$ cat src/hw/tcr_pkg.sv
// package: constants, field layouts and types of the capture/reload timer
package tcr_pkg;

   // ----------------------------------------
   // register map (byte addresses)
   // ----------------------------------------
   localparam logic [7:0] OFS_CONTROL = 8'h00;
   localparam logic [7:0] OFS_MODE    = 8'h04;
   localparam logic [7:0] OFS_COUNT   = 8'h08;
   localparam logic [7:0] OFS_CAPTURE = 8'h0c;
   localparam int unsigned DEC_HI_BIT = 4;

   // ----------------------------------------
   // widths, counts and reset values
   // ----------------------------------------
   localparam int unsigned COUNT_W = 16;
   localparam logic [15:0] COUNT_MAX   = 16'hffff;
   localparam logic [15:0] COUNT_RST   = 16'h0000;
   localparam logic [15:0] CAPTURE_RST = 16'h0000;
   localparam logic [3:0]  DIV_SLOW_LAST = 4'hb;
   localparam logic [3:0]  DIV_FAST_LAST = 4'h3;
   localparam logic [3:0]  PRESC_RST     = 4'h0;
   localparam int unsigned PIN_COUNT = 0;
   localparam int unsigned PIN_TRIG  = 1;

   // control word, bit 7 down to bit 0
   typedef struct packed {
      logic overflowFlag;
      logic extEventFlag;
      logic rxBaudSelect;
      logic txBaudSelect;
      logic extTriggerEnable;
      logic runEnable;
      logic countSourceSelect;
      logic captureReloadSelect;
   } tcr_ctrl_t;

   // mode word, bit 2 down to bit 0
   typedef struct packed {
      logic fastPrescale;
      logic captureAutoClear;
      logic updownEnable;
   } tcr_cfg_t;

   localparam tcr_ctrl_t CTRL_RST = 8'h00;
   localparam tcr_cfg_t  CFG_RST  = 3'h0;

   typedef enum logic [3:0] {
      MD_CAPTURE = 4'h1,
      MD_RELOAD  = 4'h2,
      MD_UPDOWN  = 4'h4,
      MD_BAUD    = 4'h8
   } tcr_mode_t;

   // whole state of the timer top
   typedef struct packed {
      tcr_ctrl_t   ctrl;
      tcr_cfg_t    cfg;
      logic [15:0] count;
      logic [15:0] capture;
      logic [3:0]  presc;
      logic        baudTick;
      logic [7:0]  addr;
      logic        hit;
      logic        wrPend;
      logic [31:0] rdata;
   } tcr_state_t;

endpackage

$ cat src/hw/tcr_timer.sv
// module: 16-bit capture/reload timer with AHB-Lite register slave
`timescale 1ns/100ps
`default_nettype none

module tcr_timer (
   input  wire logic        clock,
   input  wire logic        rst,
   // ahb-lite slave
   input  wire logic        hsel,
   input  wire logic [31:0] haddr,
   input  wire logic [1:0]  htrans,
   input  wire logic        hwrite,
   input  wire logic [2:0]  hsize,
   input  wire logic [31:0] hwdata,
   input  wire logic        hready,
   output logic             hreadyout,
   output logic             hresp,
   output logic      [31:0] hrdata,
   // pins and system side
   input  wire logic        extCountPin,
   input  wire logic        extTriggerPin,
   output logic             timerIrq,
   output logic             baudTick
);

   tcr_pkg::tcr_state_t s;
   tcr_pkg::tcr_state_t n;

   logic [1:0] pinLevel;
   logic [1:0] pinFall;

   // ----------------------------------------
   // helpers
   // ----------------------------------------

   // one-hot register select, shared by read and write paths
   function automatic logic [3:0] reg_sel(
      input logic [7:0] a,
      input logic       hit
   );
      logic [3:0] r;
      r    = 4'h0;
      r[0] = hit && (a == tcr_pkg::OFS_CONTROL);
      r[1] = hit && (a == tcr_pkg::OFS_MODE);
      r[2] = hit && (a == tcr_pkg::OFS_COUNT);
      r[3] = hit && (a == tcr_pkg::OFS_CAPTURE);
      return r;
   endfunction

   // baud selects take precedence over the other modes
   function automatic tcr_pkg::tcr_mode_t mode_of(
      input tcr_pkg::tcr_ctrl_t c,
      input tcr_pkg::tcr_cfg_t  g
   );
      tcr_pkg::tcr_mode_t m;
      if (c.rxBaudSelect || c.txBaudSelect) begin
         m = tcr_pkg::MD_BAUD;
      end else if (c.captureReloadSelect) begin
         m = tcr_pkg::MD_CAPTURE;
      end else if (g.updownEnable) begin
         m = tcr_pkg::MD_UPDOWN;
      end else begin
         m = tcr_pkg::MD_RELOAD;
      end
      return m;
   endfunction

   // ----------------------------------------
   // pin synchronisers
   // ----------------------------------------
   tcr_edge_sync #(
      .N (2)
   ) u_pins (
      .clock (clock),
      .rst   (rst),
      .pins  ({extTriggerPin, extCountPin}),
      .level (pinLevel),
      .fall  (pinFall)
   );

   // ----------------------------------------
   // next state
   // ----------------------------------------
   logic               addrPhase;
   logic [3:0]         wrSel;
   logic [3:0]         rdSel;
   logic [3:0]         prescLast;
   logic               prescTick;
   logic               countTick;
   logic               trigEvent;
   logic               countUp;
   tcr_pkg::tcr_mode_t mode;

   always_comb begin
      n          = s;
      n.baudTick = 1'b0;

      // bus decode: the address phase is taken when hready is high
      addrPhase = hsel && hready && htrans[1];
      wrSel     = s.wrPend ? reg_sel(s.addr, s.hit) : 4'h0;
      rdSel     = reg_sel(haddr[7:0], haddr[31:tcr_pkg::DEC_HI_BIT] == 28'h0000000);

      // software writes to control, mode and capture land first;
      // hardware events below then win over them
      if (wrSel[0]) begin
         n.ctrl = tcr_pkg::tcr_ctrl_t'(hwdata[7:0]);
      end
      if (wrSel[1]) begin
         n.cfg = tcr_pkg::tcr_cfg_t'(hwdata[2:0]);
      end
      if (wrSel[3]) begin
         n.capture = hwdata[15:0];
      end

      // free-running prescaler, 12 or 4 clocks per tick
      prescLast = s.cfg.fastPrescale ? tcr_pkg::DIV_FAST_LAST : tcr_pkg::DIV_SLOW_LAST;
      // a switch from /12 to /4 may leave the prescaler past the new last value
      prescTick = (s.presc >= prescLast);
      n.presc   = prescTick ? tcr_pkg::PRESC_RST : s.presc + 4'h1;

      // counting source and run gate
      countTick = s.ctrl.runEnable &&
                  (s.ctrl.countSourceSelect ? pinFall[tcr_pkg::PIN_COUNT]
                                            : prescTick);
      trigEvent = s.ctrl.extTriggerEnable && pinFall[tcr_pkg::PIN_TRIG];
      countUp   = pinLevel[tcr_pkg::PIN_TRIG];
      mode      = mode_of(s.ctrl, s.cfg);

      unique case (mode)
         tcr_pkg::MD_CAPTURE: begin
            if (countTick) begin
               n.count = s.count + 16'h0001;
               if (s.count == tcr_pkg::COUNT_MAX) begin
                  n.ctrl.overflowFlag = 1'b1;
               end
            end
            if (trigEvent) begin
               n.capture           = s.count;
               n.ctrl.extEventFlag = 1'b1;
               if (s.cfg.captureAutoClear) begin
                  n.count = tcr_pkg::COUNT_RST;
               end
            end
         end
         tcr_pkg::MD_RELOAD: begin
            // a trigger reload in the same cycle supersedes the tick
            if (trigEvent) begin
               n.count             = s.capture;
               n.ctrl.extEventFlag = 1'b1;
            end else if (countTick) begin
               if (s.count == tcr_pkg::COUNT_MAX) begin
                  n.count             = s.capture;
                  n.ctrl.overflowFlag = 1'b1;
               end else begin
                  n.count = s.count + 16'h0001;
               end
            end
         end
         tcr_pkg::MD_UPDOWN: begin
            if (countTick) begin
               if (countUp) begin
                  if (s.count == tcr_pkg::COUNT_MAX) begin
                     n.count             = s.capture;
                     n.ctrl.overflowFlag = 1'b1;
                     n.ctrl.extEventFlag = ~s.ctrl.extEventFlag;
                  end else begin
                     n.count = s.count + 16'h0001;
                  end
               end else begin
                  if (s.count == s.capture) begin
                     n.count             = tcr_pkg::COUNT_MAX;
                     n.ctrl.overflowFlag = 1'b1;
                     n.ctrl.extEventFlag = ~s.ctrl.extEventFlag;
                  end else begin
                     n.count = s.count - 16'h0001;
                  end
               end
            end
         end
         tcr_pkg::MD_BAUD: begin
            // rollover feeds the serial port, the overflow flag stays
            if (countTick) begin
               if (s.count == tcr_pkg::COUNT_MAX) begin
                  n.count    = s.capture;
                  n.baudTick = 1'b1;
               end else begin
                  n.count = s.count + 16'h0001;
               end
            end
            if (trigEvent) begin
               n.ctrl.extEventFlag = 1'b1;
            end
         end
      endcase

      // a count write by software wins over the hardware count
      if (wrSel[2]) begin
         n.count = hwdata[15:0];
      end

      // latch the address phase for the following data phase
      n.wrPend = addrPhase && hwrite;
      if (addrPhase) begin
         n.addr = haddr[7:0];
         n.hit  = (haddr[31:tcr_pkg::DEC_HI_BIT] == 28'h0000000);
      end

      // read data registered at the address phase; unmapped reads zero
      n.rdata = 32'h00000000;
      if (addrPhase && !hwrite) begin
         unique case (1'b1)
            rdSel[0]: n.rdata = {24'h000000, s.ctrl};
            rdSel[1]: n.rdata = {29'h00000000, s.cfg};
            rdSel[2]: n.rdata = {16'h0000, s.count};
            rdSel[3]: n.rdata = {16'h0000, s.capture};
            default:  n.rdata = 32'h00000000;
         endcase
      end
   end

   // ----------------------------------------
   // state register
   // ----------------------------------------
   always_ff @(posedge clock) begin
      if (rst) begin
         s.ctrl     <= tcr_pkg::CTRL_RST;
         s.cfg      <= tcr_pkg::CFG_RST;
         s.count    <= tcr_pkg::COUNT_RST;
         s.capture  <= tcr_pkg::CAPTURE_RST;
         s.presc    <= tcr_pkg::PRESC_RST;
         s.baudTick <= 1'b0;
         s.addr     <= 8'h00;
         s.hit      <= 1'b0;
         s.wrPend   <= 1'b0;
         s.rdata    <= 32'h00000000;
      end else begin
         s <= n;
      end
   end

   // ----------------------------------------
   // outputs
   // ----------------------------------------
   // zero-wait slave: every transfer completes in one data phase
   assign hreadyout = 1'b1;
   assign hresp     = 1'b0;
   assign hrdata    = s.rdata;
   assign baudTick  = s.baudTick;

   // flags are never cleared here on service, only by a control write;
   // in up/down mode the event flag only toggles and requests nothing
   assign timerIrq = s.ctrl.overflowFlag ||
                     (s.ctrl.extEventFlag &&
                      (mode_of(s.ctrl, s.cfg) != tcr_pkg::MD_UPDOWN));

endmodule

`default_nettype wire

$ cat src/hw/tcr_edge_sync.sv
// module: pin synchroniser with level and falling-edge outputs
`timescale 1ns/100ps
`default_nettype none

module tcr_edge_sync #(
   parameter int unsigned N = 2
) (
   input  wire logic         clock,
   input  wire logic         rst,
   input  wire logic [N-1:0] pins,
   output logic      [N-1:0] level,
   output logic      [N-1:0] fall
);

   typedef struct packed {
      logic [N-1:0] meta;
      logic [N-1:0] cur;
      logic [N-1:0] prev;
   } tcr_edge_state_t;

   tcr_edge_state_t s;
   tcr_edge_state_t n;

   // ----------------------------------------
   // sampling chain
   // ----------------------------------------
   // meta feeds only cur; edges look at cur and prev
   always_comb begin
      n      = s;
      n.meta = pins;
      n.cur  = s.meta;
      n.prev = s.cur;
   end

   // cleared chain reads low, so a pin high at reset gives no edge
   always_ff @(posedge clock) begin
      if (rst) begin
         s <= '0;
      end else begin
         s <= n;
      end
   end

   // high sample then low sample, one pulse per edge
   assign fall  = s.prev & ~s.cur;
   assign level = s.cur;

endmodule

`default_nettype wire

$ cat config.mk
export PLATFORM = sky130hd
export DESIGN_NAME = tcr_timer
export DESIGN_NICKNAME = d
export VERILOG_FILES = /design/src/hw/tcr_pkg.sv /design/src/hw/tcr_timer.sv /design/src/hw/tcr_edge_sync.sv
export SDC_FILE = /design/constraint.sdc
export NUM_CORES = 1
export LEC_CHECK = 0
export BUFFER_PORTS_ARGS = -buffer_cell sky130_fd_sc_hd__buf_2
export CORE_MARGIN = 2
export CORE_UTILIZATION = 35
export CTS_CLUSTER_SIZE = 24
export DETAILED_ROUTE_END_ITERATION = 16
export SLEW_MARGIN = 5
export SYNTH_ARGS = -nofsm -noshare
export SYNTH_HDL_FRONTEND = slang
export SYNTH_HIERARCHICAL = 1
export SYNTH_SLANG_ARGS = --single-unit
$ cat constraint.sdc
create_clock -name clock -period 4.1 [get_ports clock]
set_clock_uncertainty 0.1 [all_clocks]
set_input_delay 1.025 -clock clock [delete_from_list [all_inputs] [get_ports clock]]
set_output_delay 1.025 -clock clock [all_outputs]
set_load 0.005 [all_outputs]
* After elaboration in Yosys (flattened, before gate mapping) *
Index checks and enable logic that the tools add are counted.

operators by class
  eq/ne operators = 14
  reduce and logical (&&, ||, !) cells = 25
  mux-type cells = 32
  magnitude comparators = 1
  bitwise gates (word level) = 6
  add/sub/neg operators = 3

operator list
  cell                                                count
  two-way mux 16 bit                                  11
  one-hot mux 16 bit (4 select lines)                 2
  == test 8 x 4 -> 1 bit, second input constant       4
  two-way mux 32 bit                                  1
  logical NOT 28 bit                                  1
  adder 16 x 1 -> 16 bit, second input constant       1
  == test 16 bit                                      1
  == test 16 bit, second input constant               1
  == test 8 x 3 -> 1 bit, second input constant       2
  logical NOT 8 bit                                   2
  two-way mux 4 bit                                   4
  subtractor 16 x 1 -> 16 bit, second input constant  1
  logical AND 1 bit                                   15
  two-way mux 2 bit                                   4
  two-way mux 8 bit                                   1
  two-way mux 1 bit                                   6
  OR reduction 3 bit                                  2
  adder 4 x 1 -> 4 bit, second input constant         1
  == test 4 x 1 -> 1 bit, second input constant       1
  == test 4 x 2 -> 1 bit, second input constant       1
  == test 4 x 3 -> 1 bit, second input constant       1
  == test 4 bit, second input constant                1
  greater-or-equal comparator 4 bit                   1
  != test 4 x 3 -> 1 bit, second input constant       1
  10 further kinds                                    15

word-level totals
  bits in registers = 96
  output and inout port bits = 36
  logic and storage cells = 103

* Logic depth before layout (Yosys ltp) *
Gate-level depths: netlist of run 1.

  depth in word-level cells = 9
  gate-level depth with buffers = 10
  depth with buffers taken out = 8

* Hierarchy *
Netlist of run 1, hierarchy kept.

by module, submodules not included
  module         area an instance (um^2)  sequential area each (um^2)  instances  cells each
  tcr_timer      5,511.5                  1,481.4                      1          723
  tcr_edge_sync  187.7                    120.1                        1          16

* Least setup slack after synthesis of run 1 *
No wires, ideal clock.

  path type = input port to flip-flop
  from = input port haddr[4]
  to = register s (netlist bit hrdata[6])
  library setup time = 66 ps
  required time = 3,934 ps
  arrival time = 2,588 ps
  path slack = 1,346 ps
  stages = 8
  cells stage by stage = nor4_4 -> nand3_1 -> nor2_1 -> nand2_1 -> or4_1 -> clkbuf_2 -> buf_2 -> nor2_1

between the ends
  longest elaborated chain between the ends = 3
  elaborated cells on any way between the ends = 10
  classes of those cells = eq/ne (3); mux (1); reduce/logical (6)

ends and longest elaborated chain
  item                                        RTL line          RTL
  start, declared                             tcr_timer.sv:10   input wire logic [31:0] haddr,
  logical NOT 28 bit (tied with other cells)  tcr_timer.sv:101  rdSel = reg_sel(haddr[7:0], haddr[31:tcr_pkg::DEC_HI_BIT] == 28'h0000000);
  logical AND 1 bit (on tied branches)        n/a
  one-hot mux 16 bit (4 select lines) (*)     tcr_timer.sv:211  unique case (1'b1)
  end signal, assigned                        tcr_timer.sv:237  s <= n;
  end, declared                               tcr_timer.sv:26   tcr_pkg::tcr_state_t s;

Every way passes the cells marked *; elsewhere a longest branch is shown, timed or not.
A chain may end at the register's enable or synchronous reset.

* Final worst setup path of run 1 *
  from = register s[86] (netlist bit)
  to = output port timerIrq

between the ends
  longest elaborated chain between the ends = 5

ends and longest elaborated chain
  item                    RTL line          RTL
  logical OR 1 bit        tcr_timer.sv:56   if (c.rxBaudSelect || c.txBaudSelect) begin
  two-way mux 4 bit       tcr_timer.sv:56
  != test 4 x 3 -> 1 bit  tcr_timer.sv:254  (mode_of(s.ctrl, s.cfg) != tcr_pkg::MD_UPDOWN));
  logical AND 1 bit       tcr_timer.sv:253  (s.ctrl.extEventFlag &&
  logical OR 1 bit        tcr_timer.sv:252  assign timerIrq = s.ctrl.overflowFlag ||
  end, declared           tcr_timer.sv:22   output logic timerIrq,

Every way passes these cells.

==> impl_metrics.py, run 1 <==
metrics = {
    "critical_path": {
        "path_max_fanout": 13,
        "timing.reg2reg.setup_slack_ns": 1.11,
        "cp-start-kind": "flip-flop",
        "crit_slowest_cell": "or2_2",
        "worstPathRequired_ns": 2.97,
        "path_class": "flip-flop to primary output",
        "worst-endpoint-arrival_ns": 1.91,
        "worst-path-buf-inv": 2,
        "crit_chain": "nor2_1 > buf_4 > nand2_1 > or2_2 > a21o_1 > buf_2",
        "cp-end-kind": "primary output",
        "crit_family": "simple AND/OR/NAND/NOR gates",
        "max_stage_delay_ns": 0.47,
    },
    "clocking": {
        "htreeDepth": 3,
        "ctsHoldBuffers": 0,
        "post_cts_resized": 0,
        "insertion_delay_ns": 0.36,
        "cts.clk_slew.worst_paths_ns": 0.07,
        "post_cts_buffers": 0,
        "cts_sinks": 80,
        "tritoncts": "built",
        "cts_buffers": 9,
        "clock-root-buffer": "clkbuf_16",
        "cts.path.max_buffers": 2,
    },
    "layout": {
        "diodes": 0,
        "area_growth_pct": 10.7,
        "fill_cells": 1695,
        "nNetsFinal": 840,
        "layout-drive-gt1-share_pct": 16.9,
    },
    "sta": {
        "fmax_mhz": 329,
        "final_hold_viol_count": 0,
        "period_needed_ns": 3.04,
        "setup_tns_ns": 0,
        "finalMaxSlewViolations": 0,
        "rsz0062_at_grt": "no",
        "layout_setup_ws_ns": 1.06,
        "worst_pin_slew_ns": 0.954,
        "finalCritPeriodShare_pct": 74.0,
        "slew_headroom_pct": 35.9,
        "setup_viol": 0,
        "finalHoldWorstSlack_ns": 0.337,
    },
    "synth": {
        "yosys_warnings": 6,
        "avgSynthCellArea_um2": 7.71,
        "synth_cells": 738,
        "syn_area_mm2": 0.00569,
    },
    "floorplanning": {
        "num_rows": 46,
        "dieWidth_um": 132,
        "ios": 112,
        "dieArea_mm2": 0.0173,
        "fp.dieH_um": 132,
        "core_mm2": 0.0159,
        "initial_core_util_pct": 35.8,
    },
    "pwr": {
        "leakagePower_nw": 2.60,
        "powerDensity_mw_per_mm2": 274,
        "peakVddDrop_v": 0.000205,
    },
    "drt": {
        "wl_mm": 18.5,
        "ant_nets": 0,
        "vias": 5700,
        "vias_per_cell": 5.81,
        "routedWlPerCell_um": 18.9,
        "drc": 0,
        "drt-pass1-iter-count": 6,
        "drt-initial-drc-count": 664,
    },
    "global_route": {
        "grt_max_degree": 33,
        "grt_pass1_wl_mm": 29.2,
        "grt_pass1_vias": 5158,
        "gr-usage-all-layers_pct": 21.3,
        "grt_overflow": 0,
        "antenna_found_initial": 0,
    },
    "placement": {
        "dpl.hpwl_mm": 12.6,
        "post-place-ws_ns": 0.742,
        "gp_congestion": 0.966,
        "io_buffers": 73,
    },
    "hold_path": {
        "min_path_type": "flip-flop to flip-flop",
    },
    "flow_run": {
        "maxCapViolations": 0,
    },
    "status": {
        "status": "complete, no violations",
    },
}
==> layout make-up <==
class	instances	area, um^2	share of cell area, %
well taps	216	270	4.29
repair buffers	91	500	7.94
multi-input cells	566	3570	56.7
inverters	12	45.0	0.715
clock buffers	9	225	3.57
clock inverters	7	83.8	1.33
flip-flops and latches	80	1600	25.4
==> metal layers <==
metal  up-vias  track usage [%]  part of all wire (%)
li1       2694                -                     -
met1      2723             29.3                    44
met2       255             32.6                    46
met3        28             4.67                   8.1
met4         0             7.61                   2.1
met5         -                0                     0
==> metrics by stage <==
| step | std cells | cell area [um^2] | utilization [%] | total power [mW] |
|---|---|---|---|---|
| final | 981 | 6300 | 39.7 | 1.73 |
| after global routing | 981 | 6300 | 39.7 | 1.79 |
| after CTS | 981 | 6300 | 39.7 | 1.75 |
| after detailed placement | 965 | 5990 | 37.7 | 0.891 |
| after global placement | 965 | 5990 | 37.7 | 0.890 |
| after floorplan | 754 | 5750 | - | 0.857 |
==> cells in the final DEF, fill, tap and decap left out, types with 14 or more instances in the layout <==
cell type	instances
o21ai_0	23
xnor2_1	18
nor3_1	14
nor2_1	87
a21oi_1	53
buf_2	73
nand2_1	76
nor4_1	15
conb_1	18
buf_4	18
xor2_1	26
o221ai_1	19
a211oi_1	21
nand3_1	19
dfxtp_1	80
mux2i_1	30
==> state kept, by name (all words and copies together), names as in the netlist <==
| name | flops |
|---|---|
| s | 57 |
| hrdata | 16 |
| u_pins/level | 2 |
| u_pins/n | 2 |
| u_pins/s | 2 |
| baudTick | 1 |
==> power by group <==
group,total [mW],switching [mW],internal (mW),leakage [nW]
Combinational,0.0849,0.0505,0.0344,1.80
Sequential,0.789,0.00416,0.784,0.646
Clock,0.854,0.370,0.485,0.149
==> final timing paths <==
path / to / startpoint / depth (start not counted)
setup / recovery: timerIrq / s[86]$_SDFFE_PP0N_ / 6
hold / removal: u_pins/level[1]$_SDFF_PP0_ / u_pins/n[3]$_SDFF_PP0_ / 1
setup reg to reg: s[70]$_SDFFE_PP0P_ / s[65]$_SDFFE_PP0P_ / 7
hold reg to reg: u_pins/level[1]$_SDFF_PP0_ / u_pins/n[3]$_SDFF_PP0_ / 1
==> worst register-to-register path, cell delays in order (launching register included) <==
cell	delay, ns
dfxtp_1	0.78
nand3_2	0.46
or4_4	0.77
and4_1	0.24
o21ai_1	0.12
o211ai_1	0.10
a22o_1	0.21
a21oi_1	0.14
Note: power is estimated with default switching activity, not from simulation.
==> run 2: changes to the inputs <==
- clock period: 4.1 -> 3 ns (I/O delays scaled with it)
==> run 2 against run 1 <==
Wire length is essentially flat. Clock power grew 35%. Setup slack got worse by 0.68 ns. Die area is the same. Combinational power grew 35%. Non-clock buffer count increased by 33. First-iteration DRC count fell by 5.3%. Worst hold slack lost 0.0011 ns. Sequential share of layout area fell by 1.0 points. Largest cell class unchanged. Largest power group unchanged.
==> impl_metrics.py, run 2 (synthesized netlist as in run 1, its figures left out) <==
metrics = {
    "clocking": {
        "ctsHoldBuffers": 0,
        "insertion_delay_ns": 0.36,
        "htreeDepth": 3,
        "cts.clk_slew.worst_paths_ns": 0.06,
        "tritoncts": "built",
        "post_cts_buffers": 0,
        "post_cts_resized": 0,
        "cts_sinks": 80,
        "cts_buffers": 9,
        "cts.path.max_buffers": 2,
        "clock-root-buffer": "clkbuf_16",
    },
    "drt": {
        "routedWlPerCell_um": 18.3,
        "vias_per_cell": 5.66,
        "drc": 0,
        "vias": 5741,
        "drt-initial-drc-count": 629,
        "wl_mm": 18.5,
        "drt-pass1-iter-count": 7,
        "ant_nets": 0,
    },
    "pwr": {
        "switchingPower_mw": 0.561,
        "p_comb_share_pct": 4.9,
        "total_power_mw": 2.34,
        "p_clk_share_pct": 49.1,
        "powerDensity_mw_per_mm2": 357,
        "pwr-share-seq_pct": 46.0,
        "p_sw_share_pct": 23.9,
        "internal_power_mw": 1.78,
        "peakVddDrop_v": 0.000267,
        "leakagePower_nw": 2.77,
    },
    "placement": {
        "gp_congestion": 0.947,
        "io_buffers": 73,
        "post-place-ws_ns": 0.384,
        "place_area_mm2": 0.00624,
        "dpl.hpwl_mm": 13.5,
    },
    "global_route": {
        "grt_use_met3_pct": 4.01,
        "grt_pass1_vias": 5356,
        "grt_max_degree": 39,
        "gr-usage-all-layers_pct": 21.3,
        "grt_util_met1_pct": 28.0,
        "grt_pass1_wl_mm": 29.3,
        "met2_usage_pct": 34.3,
        "antenna_found_initial": 0,
        "busiest_layer": "met2",
        "grt_overflow": 0,
    },
    "critical_path": {
        "path_max_fanout": 13,
        "cp-start-kind": "flip-flop",
        "path_class": "flip-flop to primary output",
        "crit_chain": "nor2_1 > nand2_1 > or2_2 > a21o_1 > buf_2",
        "r2r_start": "s[46]$_SDFF_PP0_",
        "worstPathRequired_ns": 2.15,
        "crit_start": "s[86]$_SDFFE_PP0N_",
        "max_stage_delay_ns": 0.45,
        "cp-end-kind": "primary output",
        "worst-endpoint-arrival_ns": 1.77,
        "crit_slowest_cell": "or2_2",
    },
    "sta": {
        "fmax_mhz": 382,
        "worst_pin_slew_ns": 0.634,
        "layout_setup_ws_ns": 0.380,
        "period_needed_ns": 2.62,
        "finalMaxSlewViolations": 0,
        "rsz0062_at_grt": "no",
        "slew_headroom_pct": 57.7,
        "finalCritPeriodShare_pct": 87.3,
        "setup_tns_ns": 0,
        "final_hold_viol_count": 0,
        "setup_viol": 0,
    },
    "layout": {
        "fill_cells": 1686,
        "largest_reg_flops": 57,
        "layout-drive-gt1-share_pct": 20.2,
        "design_area_mm2": 0.00656,
        "top_register": "s",
        "area_growth_pct": 15.2,
        "layout_common_cells": "nor2_1 (87), dfxtp_1 (80), nand2_1 (76)",
        "nNetsFinal": 873,
        "diodes": 0,
        "final_common_cell": "nor2_1",
    },
    "hold_path": {
        "min_path_type": "flip-flop to flip-flop",
        "hold_path.startpoint": "u_pins/n[3]$_SDFF_PP0_",
    },
    "floorplanning": {
        "num_rows": 46,
        "ios": 112,
        "dieWidth_um": 132,
        "dieArea_mm2": 0.0173,
        "core_mm2": 0.0159,
        "fp.dieH_um": 132,
        "initial_core_util_pct": 35.8,
    },
    "flow_run": {
        "maxCapViolations": 0,
    },
    "status": {
        "status": "complete, no violations",
    },
}
==> run 2: metal layers <==
layer / up-vias / wire, um / part of all wire (%)
met1: 2694 / 8120 / 44
met5: - / 0 / 0
met4: 0 / 578 / 3.1
met2: 235 / 8510 / 46
met3: 48 / 1330 / 7.2
li1: 2764 / - / -
==> run 2: cell type report <==
| cell class | count | area [um^2] | area share [%] |
|---|---|---|---|
| multi-input cells | 566 | 3570 | 54.4 |
| flip-flops and latches | 80 | 1600 | 24.4 |
| repair buffers | 124 | 761 | 11.6 |
| well taps | 216 | 270 | 4.12 |
| clock buffers | 9 | 225 | 3.43 |
| clock inverters | 7 | 88.8 | 1.35 |
| inverters | 12 | 45.0 | 0.687 |
==> run 2: worst max-delay path, delay by kind of cell, from the launching register on <==
kind            cells  cell delay [ns]
simple gates        3             0.73
flops               1             0.33
compound gates      1             0.23
buf+inv             1             0.12
==> run 2: final timing paths <==
| check | end | slack [ns] | depth (start not counted) |
|---|---|---|---|
| setup / recovery | timerIrq | 0.38 | 5 |
| hold / removal | u_pins/level[1]$_SDFF_PP0_ | 0.34 | 1 |
| setup reg to reg | s[71]$_SDFFE_PP0P_ | 0.40 | 9 |
| hold reg to reg | u_pins/level[1]$_SDFF_PP0_ | 0.34 | 1 |
==> run 2: through the flow <==
step | hold slack, ns | util, % | cells
final | 0.336 | 41.3 | 1014
after global placement | 0.316 | 39.3 | 998
after global routing | 0.362 | 41.3 | 1014
after floorplan | 0.314 | - | 754
after detailed placement | 0.321 | 39.3 | 998
after CTS | 0.337 | 41.3 | 1014
==> run 2: power groups by stage <==
stage          registers, mW  clock network, mW  logic [mW]
3_3_place_gp            1.10                  0       0.115
4_1_cts                 1.08               1.19       0.116
3_5_place_dp            1.10                  0       0.115
2_1_floorplan           1.10                  0      0.0706
5_1_grt                 1.08               1.22       0.129
6_report                1.08               1.15       0.115
